===== config.mk =====
export PLATFORM = sky130hd
export DESIGN_NAME = ccs_seq
export DESIGN_NICKNAME = d
export VERILOG_FILES = /design/src/hdl/ccs_pkg.sv /design/src/hdl/ccs_pwm_if.sv /design/src/hdl/ccs_pwm.sv /design/src/hdl/ccs_seq.sv
export SDC_FILE = /design/constraint.sdc
export NUM_CORES = 1
export LEC_CHECK = 0
export BUFFER_PORTS_ARGS = -buffer_cell sky130_fd_sc_hd__buf_2
export CORE_MARGIN = 2
export CORE_UTILIZATION = 65
export CTS_BUF_LIST = sky130_fd_sc_hd__clkbuf_4
export CTS_CLUSTER_SIZE = 12
export DETAILED_ROUTE_END_ITERATION = 7
export GPL_TIMING_DRIVEN = 0
export PLACE_DENSITY_LB_ADDON = 0.3
export SLEW_MARGIN = 20
export SYNTH_ARGS = -nofsm -noshare
export SYNTH_HDL_FRONTEND = slang
export SYNTH_SLANG_ARGS = --single-unit

===== constraint.sdc =====
create_clock -name clk -period 3.9 [get_ports clk]
set_input_delay 0.195 -clock clk [delete_from_list [all_inputs] [get_ports clk]]
set_output_delay 0.195 -clock clk [all_outputs]
set_load 0.03 [all_outputs]

===== src/hdl/ccs_pkg.sv =====
// constants and types for the contactor coil stage sequencer
// assumes one 250 MHz core clock and digitized comparator inputs
`default_nettype none
package ccs_pkg;
  localparam int unsigned CLK_KHZ = 250000;
  localparam int unsigned UV_DEBOUNCE_US = 2000;
  localparam int unsigned FS_DETECT_US = 660;
  localparam int unsigned STAGE_DELAY_MS = 98;
  localparam int unsigned FS_SINK_MS = 98;
  localparam int unsigned SW_FREQ_HZ = 23500;
  localparam int unsigned JITTER_PERMIL = 65;
  localparam int unsigned UV_CYC = UV_DEBOUNCE_US * (CLK_KHZ / 1000);
  localparam int unsigned FS_DET_CYC = FS_DETECT_US * (CLK_KHZ / 1000);
  localparam int unsigned STAGE_CYC = STAGE_DELAY_MS * CLK_KHZ;
  localparam int unsigned FS_SINK_CYC = FS_SINK_MS * CLK_KHZ;
  localparam int unsigned PERIOD_CYC = (CLK_KHZ * 1000) / SW_FREQ_HZ;
  localparam int unsigned JIT_SPAN_CYC = PERIOD_CYC * JITTER_PERMIL / 2000;
  localparam int unsigned TW = 25;
  localparam int unsigned PW = 14;
  localparam logic [PW-1:0] MIN_ON_CYC = 14'h0082;
  typedef enum logic [2:0] {
    CCS_ST_IDLE = 3'b000,
    CCS_ST_PICKUP = 3'b001,
    CCS_ST_HOLD = 3'b010,
    CCS_ST_UV = 3'b011
  } ccs_state_t;
endpackage : ccs_pkg
`default_nettype wire


===== src/hdl/ccs_pwm_if.sv =====
// carrier between sequencer and pwm timebase
// assumes both ends in the core clock domain
`timescale 1ns/100ps
`default_nettype none
interface ccs_pwm_if;
  logic run;
  logic trip;
  logic gate_on;
  modport seq (output run, output trip, input gate_on);
  modport pwm (input run, input trip, output gate_on);
endinterface : ccs_pwm_if
`default_nettype wire


===== src/hdl/ccs_pwm.sv =====
// peak-current pwm timebase with dithered period
// assumes trip is already stage-selected by the sequencer
`timescale 1ns/100ps
`default_nettype none
module ccs_pwm
  import ccs_pkg::*;
#(
  parameter logic [PW-1:0] PERIOD = PW'(PERIOD_CYC),
  parameter logic [PW-1:0] JSPAN = PW'(JIT_SPAN_CYC)
) (
  input wire logic clk,
  input wire logic nrst,
  ccs_pwm_if.pwm bus
);
  // ==========================================
  // period counter and triangle dither
  logic [PW-1:0] cnt_q, cnt_d;
  logic [PW-1:0] jit_q;
  logic jup_q;
  logic on_q;
  wire [PW-1:0] cur_period = PERIOD - JSPAN + (jit_q << 1);
  wire wrap = (cnt_q >= cur_period - PW'(1));
  wire min_done = (cnt_q >= MIN_ON_CYC);
  assign cnt_d = wrap ? '0 : cnt_q + PW'(1);
  always_ff @(posedge clk) begin
    if (!nrst || !bus.run) begin
      cnt_q <= '0;
      jit_q <= '0;
      jup_q <= 1'b1;
      on_q <= 1'b0;
    end else begin
      cnt_q <= cnt_d;
      if (wrap) begin
        jup_q <= (jit_q == JSPAN - PW'(1)) ? 1'b0 :
                 (jit_q == PW'(1)) ? 1'b1 : jup_q;
        jit_q <= jup_q ? jit_q + PW'(1) : jit_q - PW'(1);
      end
      if (wrap)
        on_q <= 1'b1;
      else if (bus.trip && min_done)
        on_q <= 1'b0;
    end
  end
  assign bus.gate_on = on_q;
endmodule : ccs_pwm
`default_nettype wire


===== src/hdl/ccs_seq.sv =====
// contactor coil stage sequencer top
// assumes comparator results synchronous to clk, high = condition true
`timescale 1ns/100ps
`default_nettype none
module ccs_seq
  import ccs_pkg::*;
#(
  parameter int unsigned UV_N = UV_CYC,
  parameter int unsigned FS_DET_N = FS_DET_CYC,
  parameter int unsigned STAGE_N = STAGE_CYC,
  parameter int unsigned FS_SINK_N = FS_SINK_CYC
) (
  input wire logic clk,
  input wire logic nrst,
  input wire logic above_action_level,
  input wire logic below_release_level,
  input wire logic supply_on,
  input wire logic supply_off,
  input wire logic pickup_current_sense,
  input wire logic hold_current_sense,
  output logic main_gate_drive,
  output logic fast_off_source,
  output logic fast_off_sink,
  output logic hold_stage
);
  // ==========================================
  // state and counters
  ccs_state_t st_q, st_d;
  logic [TW-1:0] low_q;
  logic [TW-1:0] stage_q;
  logic [TW-1:0] sink_q;
  logic sink_act_q;
  logic supply_ok_q;
  logic gate_q, src_q, snk_q, hold_q;
  ccs_pwm_if pif ();

  // ==========================================
  // decode
  wire uv_hit = (low_q >= TW'(UV_N) - TW'(1)) && below_release_level;
  wire fs_hit = (low_q >= TW'(FS_DET_N) - TW'(1)) && below_release_level;
  wire stage_done = (stage_q >= TW'(STAGE_N) - TW'(1));
  wire running = (st_q == CCS_ST_PICKUP) || (st_q == CCS_ST_HOLD);
  wire fs_trig = (st_q == CCS_ST_HOLD) && fs_hit;
  wire sink_done = (sink_q >= TW'(FS_SINK_N) - TW'(1));
  wire supply_ok_d = supply_off ? 1'b0 : (supply_on ? 1'b1 : supply_ok_q);
  wire start_ok = above_action_level && supply_ok_q;
  assign pif.run = running && supply_ok_q;
  assign pif.trip = (st_q == CCS_ST_HOLD) ? hold_current_sense :
                    pickup_current_sense;

  // ==========================================
  // next state
  always_comb begin
    st_d = st_q;
    unique case (st_q)
      CCS_ST_IDLE: begin
        if (start_ok && !below_release_level)
          st_d = CCS_ST_PICKUP;
      end
      CCS_ST_PICKUP: begin
        if (uv_hit)
          st_d = CCS_ST_UV;
        else if (stage_done)
          st_d = CCS_ST_HOLD;
      end
      CCS_ST_HOLD: begin
        if (uv_hit)
          st_d = CCS_ST_UV;
      end
      CCS_ST_UV: begin
        st_d = CCS_ST_IDLE;
      end
      default: st_d = CCS_ST_IDLE;
    endcase
  end

  // ==========================================
  // registers
  always_ff @(posedge clk) begin
    if (!nrst) begin
      st_q <= CCS_ST_IDLE;
      supply_ok_q <= 1'b0;
    end else begin
      st_q <= st_d;
      supply_ok_q <= supply_ok_d;
    end
  end

  always_ff @(posedge clk) begin
    if (!nrst || !below_release_level)
      low_q <= '0;
    else if (low_q != {TW{1'b1}})
      low_q <= low_q + TW'(1);
  end

  always_ff @(posedge clk) begin
    if (!nrst || st_q != CCS_ST_PICKUP || uv_hit)
      stage_q <= '0;
    else if (!stage_done)
      stage_q <= stage_q + TW'(1);
  end

  always_ff @(posedge clk) begin
    if (!nrst) begin
      sink_act_q <= 1'b0;
      sink_q <= '0;
    end else if (fs_trig && !sink_act_q && sink_q == '0) begin
      sink_act_q <= 1'b1;
    end else if (sink_act_q) begin
      sink_q <= sink_q + TW'(1);
      if (sink_done)
        sink_act_q <= 1'b0;
    end else if (st_q == CCS_ST_PICKUP) begin
      sink_q <= '0;
    end
  end

  // ==========================================
  // output flops
  always_ff @(posedge clk) begin
    if (!nrst) begin
      gate_q <= 1'b0;
      src_q <= 1'b0;
      snk_q <= 1'b0;
      hold_q <= 1'b0;
    end else begin
      gate_q <= pif.gate_on && pif.run && !uv_hit;
      src_q <= pif.gate_on && pif.run && !uv_hit && !sink_act_q;
      snk_q <= sink_act_q && !sink_done;
      hold_q <= (st_q == CCS_ST_HOLD);
    end
  end
  assign main_gate_drive = gate_q;
  assign fast_off_source = src_q;
  assign fast_off_sink = snk_q;
  assign hold_stage = hold_q;

  // ==========================================
  // pwm timebase
  ccs_pwm u_pwm (
    .clk(clk),
    .nrst(nrst),
    .bus(pif.pwm)
  );
endmodule : ccs_seq
`default_nettype wire


==> impl.org, run 1 <==
** Critical path
- The setup path with the least slack is of type flop to flop.
- Minimum setup slack among reg-to-reg paths :: 350 ps
- Arrival @ worst endpoint :: 4020 ps
- On the critical path the largest part of the delay comes from compound AO/OA/AOI/OAI gates.
- Worst endpoint required time :: about 4400 ps
- Number of buffer and inverter stages on the critical path :: 3
- Measured in cells, the most critical reg-to-reg path has a length of 14.
- In this run the worst setup path begins at u_pwm.jit_q[3].
- Following the worst setup path forward leads to its endpoint at u_pwm.jit_q[6].
- In this run the worst path has a maximum fanout of 10.
- Worst R2R End :: u_pwm.jit_q[6]
- The critical path runs through a total of 14 cells.
- Critical path launch point type :: flop
- Crit-path slowest cell :: sky130_fd_sc_hd__a2111oi_0
- Crit path capture type :: flop
- The signal on the critical path passes through clkbuf_1 -> or2_1 -> nor2_1 -> nor2b_1 -> a21oi_1 -> xor2_1 -> ha_1 -> a2111oi_0 -> o21ai_0 -> a311oi_2 -> clkbuf_2 -> clkbuf_2 -> o21ai_0 -> a21oi_1.
- The startpoint identified for the worst register-to-register timing path is u_pwm.jit_q[3].
- Crit-path max cell delay :: 340 ps

** CTS
- CTS clock-pin slew for the worst setup and hold paths :: about 90 ps
- CTS tree :: done
- The longest clock path from root to sink contains 2 buffers.
- # clock sinks :: 113
- The clock reaches the later pin of the worst-skew pair after 560 ps.
- Clock tree synthesis selected as its root buffer the cell sky130_fd_sc_hd__clkbuf_4.
- The H-tree generated during clock tree synthesis spans 4 levels.
- TritonCTS created 17 clock buffers.

** Yosys
- After synthesis the netlist holds a flip-flop and latch count of around 110.
- Total nets after synthesis :: 845
- The biggest area contributor in the post-synthesis netlist is sky130_fd_sc_hd__dfxtp_1.
- For this run, the number of Yosys warnings is 0.
- Basic-gate share of the synthesized area counting and, or, nand and nor cells :: 0.298
- Of the total synthesized cell area, the portion taken by full adders, half adders and majority gates is 0.0586.
- Main area contributors after synthesis :: sky130_fd_sc_hd__dfxtp_1 35%, sky130_fd_sc_hd__ha_1 5.9%, sky130_fd_sc_hd__nor2_1 5.4%
- The complex-gate fraction of the synthesized area was 0.158.
- The netlist uses 62 different library cells.
- Of the synthesized area, sequential elements account for 0.353.
- Of the total synthesized cell area, the portion taken by XOR and XNOR cells is 0.0848.
- Cell area after synthesis :: 6400 µm²
- By area, the combinational part of the netlist is dominated by simple AND/OR/NAND/NOR gates.
- After technology mapping, the gate count stands at 807.
- In this run, synthesis inferred 0 flip-flops with an integrated enable.
- Average size of a mapped cell :: 7.94 µm²
- Commonest register cell after synthesis :: sky130_fd_sc_hd__dfxtp_1
- For this run, asynchronously set or reset flops after synthesis account for 0.
- Measured against the total synthesized area, the mux share comes to 0.00957.
- Of the post-synthesis cell area, the dominant cell type holds 0.353.

** Timing
- Setup slack closes at 354 ps.
- Sum of negative setup slack :: 0 ps
- For the pin with the worst max-slew slack, the measured transition is 688 ps.
- The number of max-slew violations in the final report was 0.
- Final setup fails :: 0
- Dividing the final minimum period by the clock period gives 0.909.
- Across all hold checks on the routed design, the worst slack comes to 55.9 ps.
- Clock period minus worst slack :: 3550 ps
- Across the routed clock network, the largest skew measured is 24.6 ps.
- The count of final hold-check violations came to 0.
- Highest achievable clock rate :: 282 MHz
- Setup repair after global routing left no endpoint under its margin.
- Headroom to the max-slew limit came out at 0.535.

** Floorplan
- The core region is just under 10000 µm².
- For this design the top-level I/O count stands at 12.
- Count of standard-cell rows :: 36
- Die Ht :: 103 µm
- The initial utilization of the core area, before any placement, comes to 0.661.
- The floorplan step defined a die boundary enclosing around 11000 µm².
- In this run the horizontal extent of the chip is 103 µm.

** Power and ir drop
- Leak :: 2.33 nW
- Power per cell area :: 301 nW/µm²
- Peak VDD IR :: 0.173 mV

** Layout
- Post-synthesis to final-layout area growth :: 6.90%
- The layout has a little over 800 filler cells.
- The number of antenna diodes in the final layout is 0.
- In the layout the commonest cells are 113 x sky130_fd_sc_hd__dfxtp_1, 92 x sky130_fd_sc_hd__nor2_1, 72 x sky130_fd_sc_hd__nand2_1, 47 x sky130_fd_sc_hd__nand3_1, 44 x sky130_fd_sc_hd__o21ai_0.
- In the final layout, the share of cells above drive strength 1 is 0.0578.
- Most common cell after layout, fill and taps aside :: sky130_fd_sc_hd__dfxtp_1
- Excluding fillers, the count of instances in the completed layout stands at between 900 and 1000.
- Number of nets in the finished design :: 874
- Utilization of the core after routing :: 0.707

** Status
- The flow ran to the end, and the final reports show no timing, DRC or antenna violations.

** Routing
- DRC violation total after the first TritonRoute iteration :: 385
- Via-per-instance ratio :: 6.26
- In the routed design, unresolved DRC markers number 0.
- First-pass DRT Iterations :: 5
- Antenna viol nets, final :: 0
- Final wirelength :: roughly 15000 µm
- Via count :: 6139
- In the final routed layout, each cell accounts on average for ~15 µm.

** Place
- Total placed cells including tap cells :: 951
- The count of buffers added on input and output ports is 11.
- The wire-length estimate of the detail-placed layout is 10500 µm.
- Place WS :: -406 ps
- RD Place Congestion :: 0.937

** Global routing
- The initial antenna violation count was 0.
- For this run the aggregate overflow at the end of global routing stands at 0.
- Entering global routing, the biggest net connects 17 pins.
- Across every metal layer, demand over resource in global routing totals 0.292.
- Vias in the first global route :: 5667
- First-pass GRT wire length :: 24800 µm

** Min path
- The worst hold path was traced through 4 stages.
- The min-delay analysis places its worst path in the category primary input to flop.

** Job
- The tool flagged a number of max-cap violations equal to 0.
-- cell usage after synthesis (all sizes together), types with 2 or more instances --
cell type    n
nand4b       3
or2          4
o31ai        4
xor2        33
nor2b        4
a211o        3
nor3        32
a21oi       41
mux2i        5
a211oi       6
nand3b       4
a311oi       4
nand3       47
inv         20
and3        25
xnor2       29
o211ai       6
or4         10
buf          2
nor4        19
o22ai        2
nand2b       7
o221a        3
or3         16
nor3b        2
ha          30
nand4       25
and4         6
a21o         4
dfxtp      113
nor2        92
and2         5
o41a         2
clkbuf      40
a2111oi      3
a31oi       15
o21ai       47
a41oi        5
o21bai       2
nand2       72
-- worst min-delay path by stage --
stage                                    start                end  slack, ps
after floorplan                     supply_off        supply_ok_q        270
final                     pickup_current_sense  u_pwm.bus.gate_on         60
after global placement              supply_off        supply_ok_q        400
after global routing        hold_current_sense  u_pwm.bus.gate_on         90
after detailed placement            supply_off        supply_ok_q        400
after CTS                 pickup_current_sense  u_pwm.bus.gate_on         40
-- repair_timing --
action | 4_1_cts | 5_1_grt
pin swaps | 0 | 1
hold buffers | 2 | 0
setup buffers | 0 | 1
hold endpoints to repair | 1 | 0
resized for setup | 3 | 0
setup endpoints to repair | 21 | 22
gates cloned | 0 | 0
-- sequential cells by signal (all words and copies together), names as in the netlist, 2 cells and up --
name / flops
stage_q: 25
u_pwm.jit_q: 14
st_q: 2
u_pwm.cnt_q: 14
sink_q: 25
low_q: 25
-- per-layer routing --
layer,share of wire,track usage,wire length [µm]
met2,0.49,0.488,7350
met5,0,0,0
met3,0.061,0.0712,908
met4,0.011,0.123,165
met1,0.43,0.361,6460
-- cell type report --
class	count	area [µm²]	area share
Clock buffer	20	150	0.0219
Sequential cell	113	2260	0.330
Inverter	20	75.1	0.0110
Multi-Input combinational cell	632	3910	0.571
Clock inverter	11	48.8	0.00713
Timing Repair Buffer	14	82.6	0.0121
Tap cell	133	166	0.0243
Buffer	38	153	0.0223
-- worst min-delay path, cell delays in order --
cell and delay, ps:
sky130_fd_sc_hd__buf_2 70, sky130_fd_sc_hd__mux2i_1 60, sky130_fd_sc_hd__o21ai_0 160, sky130_fd_sc_hd__a21oi_1 70
-- cell families (layout without fill, tap and decap cells) --
logic type	count (synthesis)	after routing
xor+xnor	62	62
compound gates	157	157
buf+inv	62	103
mux	6	6
flops	113	113
simple gates	377	377
fa+ha+maj	30	30
-- where the power goes --
group	internal [mW]	switching, mW
logic	0.0628	0.152
registers	1.17	0.0143
clock network	0.250	0.417
total	1.48	0.584
-- per-stage QoR --
| stage | total power, mW | cell area [µm²] |
|---|---|---|
| 2_1_floorplan | 1.35 | 6400 |
| 3_3_place_gp | 1.41 | 6630 |
| 3_5_place_dp | 1.42 | 6630 |
| 4_1_cts | 2.07 | 6850 |
| 5_1_grt | 2.15 | 6850 |
| 6_report | 2.06 | 6850 |
(Power assumes the default switching activity.)
==> run 2, diff against run 1 <==
--- a/config.mk
+++ b/config.mk
@@ -9,10 +9,11 @@
 export CORE_MARGIN = 2
 export CORE_UTILIZATION = 65
 export CTS_BUF_LIST = sky130_fd_sc_hd__clkbuf_4
-export CTS_CLUSTER_SIZE = 12
+export CTS_CLUSTER_SIZE = 14
 export DETAILED_ROUTE_END_ITERATION = 7
 export GPL_TIMING_DRIVEN = 0
 export PLACE_DENSITY_LB_ADDON = 0.3
+export RECOVER_POWER = 100
 export SLEW_MARGIN = 20
 export SYNTH_ARGS = -nofsm -noshare
 export SYNTH_HDL_FRONTEND = slang
==> impl.org, run 2 (synthesis gave the netlist of run 1 again) <==
** Routing
- Routed length on met2 :: 7300 µm
- After the first detailed-routing iteration, the DRC count stood at 368.
- Via-per-instance ratio :: 6.25
- Dividing the detail-routed wire length by the instance count gives 15.2 µm.
- For this block, wires on met1 add up to 6370 µm.
- Antenna viol nets, final :: 0
- For this block, the routed nets add up to 14900 µm of wire.
- The detailed router used layers up to and including met4.
- Met3 layer wire length in the routed design :: about 1000 µm
- For this run, the detailed router's first-pass iteration total came to 5.
- For this run, design rule violations remaining after detail routing come to 0.
- For this block, the via count after detailed routing is 6129.

** Layout
- Highest-count cells in the layout ignoring fill and taps :: 113 x sky130_fd_sc_hd__dfxtp_1, 92 x sky130_fd_sc_hd__nor2_1, 72 x sky130_fd_sc_hd__nand2_1, 47 x sky130_fd_sc_hd__nand3_1, 46 x sky130_fd_sc_hd__o21ai_0
- Top flop regs :: low_q (25), sink_q (25), stage_q (25)
- Filler-free cell count of the finished design :: 981
- The library cell used most frequently in the layout, excluding fill and tap cells, is sky130_fd_sc_hd__dfxtp_1.
- The number of antenna diodes in the final layout is 0.
- In the final layout, the share of cells above drive strength 1 is 0.0472.
- Post-synthesis to final-layout area growth :: 6.23%
- Number of nets in the finished design :: 874
- Final non-filler cell area :: about 7000 µm²

** Timing
- Setup repair after global routing missed its margin :: no
- Setup violations remaining at the end of the flow were counted as 0.
- Hold Worst Slack :: around 59 ps
- Across the routed clock network, the largest skew measured is 21.2 ps.
- Slew of the pin with the lowest slew margin :: ~800 ps
- Hold Fails Final Rpt :: 0
- Worst path setup slack after routing :: 359 ps
- Final period utilization :: 0.908
- Sum of negative setup slack :: 0 ps
- Normalized max-slew margin :: 0.441
- Highest achievable clock rate :: ~280 MHz
- The clock period could shrink to ~3500 ps.
- The number of max-slew violations in the final report was 0.

** CTS
- # clock sinks :: 113
- CTS Root Cell :: sky130_fd_sc_hd__clkbuf_4
- CTS clock-pin slew for the worst setup and hold paths :: roughly 90 ps
- Htree depth :: 4
- Counting along the longest clock path gives a buffer depth of 2.
- Number of CTS-inserted buffers :: 17
- The clock reaches the later pin of the worst-skew pair after 550 ps.
- CTS tree :: done

** Floorplan
- The floorplan step set the die width to 103 µm.
- In this run the count of I/O pins placed on the die edge is 12.
- The die covers between 10000 and 15000 µm².
- Row generation in the floorplan step produced 36 rows.
- Die Ht :: 103 µm
- Starting utilization of the core area :: 0.661
- Core area :: 9680 µm²

** Power and ir drop
- Share of power burned in combinational logic :: 0.103
- Proportion of total power due to net switching :: 0.282
- Across the VDD grid, the largest voltage drop is 0.173 mV.
- Pint :: 1.47 mW
- The share of total power dissipated in the clock network is 0.323.
- Sequential group share of total power :: 0.574
- Net switching power figure :: between 0.5 and 0.6 mW
- Power per cell area :: 302 nW/µm²
- The analysis attributes to cell leakage a power of 2.29 nW.

** Place
- OpenSTA, run right after detailed placement, puts the worst setup slack at -406 ps.
- Detailed-placement wirelength estimate :: roughly 11000 µm
- During placement, the flow inserted port buffers numbering 11.
- Post-DP Area :: ~6600 µm²
- RD Place Congestion :: 0.937
- Total placed cells including tap cells :: 951

** Status
- The flow ran to the end, and the final reports show no timing, DRC or antenna violations.

** Critical path
- Data on the critical path is required at its endpoint by 4380 ps.
- Delay-heaviest family, CP :: compound AO/OA/AOI/OAI gates
- Cells along the critical path :: clkbuf_1 -> or2_1 -> nor2_1 -> nor2b_1 -> a21oi_1 -> xor2_1 -> ha_1 -> a2111oi_0 -> o21ai_0 -> a311oi_2 -> clkbuf_2 -> nand2_1 -> clkbuf_1 -> nor2_1
- Reg-to-Reg Start :: u_pwm.jit_q[3]
- Count of cells along the worst register-to-register path :: 14
- STA puts the critical path data arrival time at between 4000 and 5000 ps.
- Crit-path slowest cell :: sky130_fd_sc_hd__a2111oi_0
- Number of buffer and inverter stages on the critical path :: 3
- The worst register-to-register path has a setup slack of 360 ps.
- The most critical setup path has its endpoint at u_pwm.cnt_q[6].
- Worst R2R End :: u_pwm.cnt_q[6]
- Crit-path max cell delay :: 340 ps
- Startpoint of the most critical setup path :: u_pwm.jit_q[3]
- Crit path capture type :: flop
- The critical path crosses 14 cells after its start point.
- Critical path launch point type :: flop
- Kind of critical path :: flop to flop
- Largest fanout on the critical path :: 10

** Global routing
- The number of global-route vias before repair is 5667.
- The first global-routing pass estimated around 25000 µm of wire.
- Initial antenna violation count :: 0
- After global routing the overflow that remains totals 0.
- For this run, the total global-route usage over all layers was measured as 0.292.
- Pin count of the biggest net entering global routing :: 17

** Job
- The tool flagged a number of max-cap violations equal to 0.

** Min path
- Hold WC Path Type :: primary input to flop
run 2: cell types whose count changed in the layout (fill, tap and decap cells not counted), moves of 2 or more:
cell / change
sky130_fd_sc_hd__buf_2: -5
sky130_fd_sc_hd__clkbuf_1: +7
sky130_fd_sc_hd__o21ai_0: +2
sky130_fd_sc_hd__o21ai_1: -2
run 2: per-layer routing:
layer  up-vias  global-route usage
met5         -                   0
met4         0               0.123
met3        26              0.0712
met2       215               0.488
met1      2897               0.361
li1       2991                   -
run 2: area by class of cell:
| cell class | count | area [µm²] |
|---|---|---|
| Multi-Input combinational cell | 632 | 3880 |
| Fill cell | 818 | 2880 |
| Sequential cell | 113 | 2260 |
| Tap cell | 133 | 166 |
| Clock buffer | 20 | 150 |
| Buffer | 38 | 145 |
| Inverter | 20 | 75.1 |
| Timing Repair Buffer | 14 | 72.6 |
| Clock inverter | 11 | 48.8 |
run 2: metrics by stage:
stage	util	total power, mW
floorplan	-	1.35
detailed placement	0.684	1.42
global route	0.702	2.15
CTS	0.708	2.07
global placement	0.684	1.41
finish	0.702	2.05
run 2: repair_timing:
item	4_1_cts	5_1_grt
gates resized for setup	3	0
setup endpoints to repair	21	22
buffers inserted	0	1
hold buffers	2	0
hold endpoints to repair	1	0
pin swaps	0	1
run 2: how the worst min path moves through the flow:
stage	start	endpoint	slack [ps]	depth (start not counted)
after floorplan	supply_off	supply_ok_q	270	1
after global placement	supply_off	supply_ok_q	400	2
after detailed placement	supply_off	supply_ok_q	400	2
after CTS	pickup_current_sense	u_pwm.bus.gate_on	40	4
after global routing	hold_current_sense	u_pwm.bus.gate_on	90	4
final	pickup_current_sense	u_pwm.bus.gate_on	60	4
run 2: power by group through the flow:
stage	sequential [mW]	combinational (mW)	clock, mW
6_report	1.18	0.211	0.663
5_1_grt	1.18	0.234	0.732
4_1_cts	1.18	0.213	0.682
3_5_place_dp	1.21	0.210	0
3_3_place_gp	1.20	0.205	0
2_1_floorplan	1.20	0.151	0
run 2: tightest hold or removal path, stage by stage:
cell	delay, ps
sky130_fd_sc_hd__buf_2	70
sky130_fd_sc_hd__mux2i_1	60
sky130_fd_sc_hd__o21ai_0	160
sky130_fd_sc_hd__a21oi_1	60
==> run 3, diff against run 2 <==
--- a/config.mk
+++ b/config.mk
@@ -7,7 +7,7 @@
 export LEC_CHECK = 0
 export BUFFER_PORTS_ARGS = -buffer_cell sky130_fd_sc_hd__buf_2
 export CORE_MARGIN = 2
-export CORE_UTILIZATION = 65
+export CORE_UTILIZATION = 55
 export CTS_BUF_LIST = sky130_fd_sc_hd__clkbuf_4
 export CTS_CLUSTER_SIZE = 14
 export DETAILED_ROUTE_END_ITERATION = 7
==> constraint.sdc (replaced) <==
create_clock -name clk -period 3.45 [get_ports clk]
set_input_delay 0.1725 -clock clk [delete_from_list [all_inputs] [get_ports clk]]
set_output_delay 0.1725 -clock clk [all_outputs]
set_load 0.03 [all_outputs]
==> impl.org, run 3 (synthesis gave the netlist of run 1 again) <==
** Status
- The run finished with clean final reports.

** Global routing
- Pin count of the biggest net entering global routing :: 17
- The initial antenna violation count came to 1.
- All-Layer GR Usage :: 0.252
- The first global-routing pass estimated between 20000 and 30000 µm of wire.
- GR Layer Usage met3 :: 0.0719
- For this run, global-route usage on met1 was measured as 0.327.
- Grt met2 use :: 0.409
- The number of global-route vias before repair is 5706.
- Residual overflow from global routing :: 0
- In this run the most used layer during global routing was met2.

** Floorplan
- The initial utilization of the core area, before any placement, comes to 0.563.
- Die area :: 12500 µm²
- The initialized floorplan defines 39 standard-cell rows.
- Measured along the x axis, the die boundary spans 112 µm.
- For this design the top-level I/O count stands at 12.
- Die Ht :: 112 µm
- The total area inside the core boundary comes to 11400 µm².

** CTS
- The clock reaches the later pin of the worst-skew pair after roughly 550 ps.
- TritonCTS built the clock tree.
- The longest clock path from root to sink contains 2 buffers.
- Htree depth :: 4
- CTS clock-pin slew for the worst setup and hold paths :: 100 ps
- Clock tree synthesis inserted a total of 17 buffers.
- Clock tree synthesis selected as its root buffer the cell sky130_fd_sc_hd__clkbuf_4.
- The clock net in this run drives a total of 113 sinks.

** Min path
- In this run the most critical hold path is launched from pickup_current_sense.
- Hold Crit Endpoint :: u_pwm.bus.gate_on
- Along the worst hold path, the cell count comes to 4.
- Hold WC Path Type :: primary input to flop

** Critical path
- The worst register-to-register path ends at u_pwm.jit_q[12].
- Crit path capture type :: flop
- In this run the worst path has a maximum fanout of 10.
- The slowest stage of the critical path is the sky130_fd_sc_hd__dfxtp_1 cell.
- For the worst setup path, the data arrival time is approximately 3600 ps.
- STA puts the critical path data required time at between 3000 and 4000 ps.
- Count of cells along the worst register-to-register path :: 13
- CP most frequent cell :: sky130_fd_sc_hd__a21oi_1
- Crit-path max cell delay :: 540 ps
- Kind of critical path :: flop to flop
- The startpoint identified for the worst register-to-register timing path is u_pwm.jit_q[3].
- Critical path launch point type :: flop
- Traced cell by cell, the critical path runs through or2_1 -> nor2_2 -> nor2b_1 -> a21oi_1 -> xor2_1 -> ha_1 -> a2111oi_1 -> o21ai_1 -> a311oi_2 -> buf_4 -> buf_2 -> o21ai_0 -> a21oi_1.
- For flop-to-flop paths, the worst setup slack is 310 ps.

** Place
- RD Place Congestion :: between 0.9 and 1
- The count of buffers added on input and output ports is 11.
- Once detailed placement completed, the half-perimeter wirelength came to 10800 µm.
- Timing analysis after detailed placement gives a worst setup slack of -690 ps.
- The number of placed instances, taps included, is a little under 1000.

** Timing
- Final period utilization :: 0.911
- The count of final hold-check violations was 0.
- For the pin with the worst max-slew slack, the measured transition is 787 ps.
- Timing would allow up to 318 MHz.
- Setup repair after global routing left no endpoint under its margin.
- Setup violations remaining at the end of the flow were counted as 0.
- Final Skew :: 8.54 ps
- Final slew viol count :: 0
- Worst path setup slack after routing :: 307 ps
- Final hold analysis gives a worst-case slack of about 34 ps.
- Sum of negative setup slack :: 0 ps
- The worst path in the final design needs a cycle of 3140 ps, including I/O delays and setup.
- Headroom to the max-slew limit came out at 0.462.

** Power and ir drop
- The analysis attributes to cell leakage a power of around 2.3 nW.
- Power spread over the standard cell area amounts to 356 nW/µm².
- The worst-case IR drop observed on VDD is 0.329 mV.

** Routing
- The final layout contains routed wiring with a total length of 15300 µm.
- DRC violation total after the first TritonRoute iteration :: 575
- Wire length per cell :: 15.4 µm
- Via-per-instance ratio :: 6.11
- Before antenna repair, the detailed router went through 5 iterations.
- The routed layout has approximately 6100 vias.
- Count of unresolved DRC violations after routing :: 0
- Antenna viol nets, final :: 0

** Layout
- Fraction of layout instances using a drive strength above 1 :: 0.0649
- Highest-count cells in the layout ignoring fill and taps :: 107 x sky130_fd_sc_hd__dfxtp_1, 91 x sky130_fd_sc_hd__nor2_1, 72 x sky130_fd_sc_hd__nand2_1, 47 x sky130_fd_sc_hd__nand3_1, 45 x sky130_fd_sc_hd__o21ai_0
- The net count of the finished layout is between 800 and 900.
- Fill cells in the final layout number 1049.
- Leaving out fill and tap cells, the most frequent cell in the layout is sky130_fd_sc_hd__dfxtp_1.
- Post-synthesis to final-layout area growth :: 7.42%
- Utilization of the core after routing :: 0.605
- Top flop regs :: low_q (25), sink_q (25), stage_q (25)
- For this run, the number of standard cells in the final layout without fillers is 991.

** Job
- Max-cap violations in this run came to 0.
run 3: changes by cell type in the layout (fill, tap and decap cells not counted), sizes merged:
cell and delta:
buf +4, bufinv +1, clkbuf -7, clkinv -2
clkinvlp +3, diode +1
run 3: critical path, delay by kind of cell, from the launching register on:
kind,cells,cell delay (ps)
AO/OA/AOI/OAI,6,1180
XOR/XNOR,1,160
buffers and inverters,2,490
flip-flops,1,540
AND/OR/NAND/NOR,3,470
adder cells (fa/ha/maj),1,210
run 3: per-layer routing:
layer  up-vias  part of all wire
met3        15             0.056
li1       2993                 -
met4         0            0.0099
met5         -                 0
met2       170              0.47
met1      2881              0.46
run 3: worst max path at each step:
stage | endpoint | cells past startpoint | start | slack (ps)
after global routing | u_pwm.jit_q[6] | 13 | u_pwm.jit_q[3] | 20
after global placement | u_pwm.jit_q[8] | 14 | u_pwm.jit_q[5] | -580
after detailed placement | u_pwm.jit_q[12] | 14 | u_pwm.jit_q[5] | -690
final | u_pwm.jit_q[12] | 13 | u_pwm.jit_q[3] | 310
after CTS | u_pwm.cnt_q[8] | 14 | u_pwm.jit_q[3] | 20
after floorplan | u_pwm.jit_q[0] | 14 | u_pwm.jit_q[6] | 250
run 3: where the power goes:
group,switching [mW],internal (mW)
clock,0.511,0.357
combinational,0.176,0.0706
sequential,0.0171,1.32
total,0.703,1.74
run 3: layout make-up:
type                       count  area (µm²)  share of cell area
antenna                        1        2.50            0.000364
buffer                        36         149              0.0216
clock buffer                  19         143              0.0207
clock inverter                13        96.3              0.0140
inverter                      20        75.1              0.0109
multi-input combinational    632        3890               0.566
sequential                   113        2270               0.330
tap                          143         179              0.0260
timing repair buffer          14        72.6              0.0105
run 3: per-stage QoR:
step                area, µm²  power [mW]
finish                   6880        2.45
global route             6880        2.56
CTS                      6910        2.47
detailed placement       6640        1.61
global placement         6640        1.60
floorplan                6400        1.53
run 3: what timing repair did:
item                                    CTS  global route
setup buffers                             1             0
resized for setup                         5            12
hold buffers                              2             0
hold endpoints to repair                  1             0
endpoints found under the setup margin   29            29
pin swaps                                 1             1
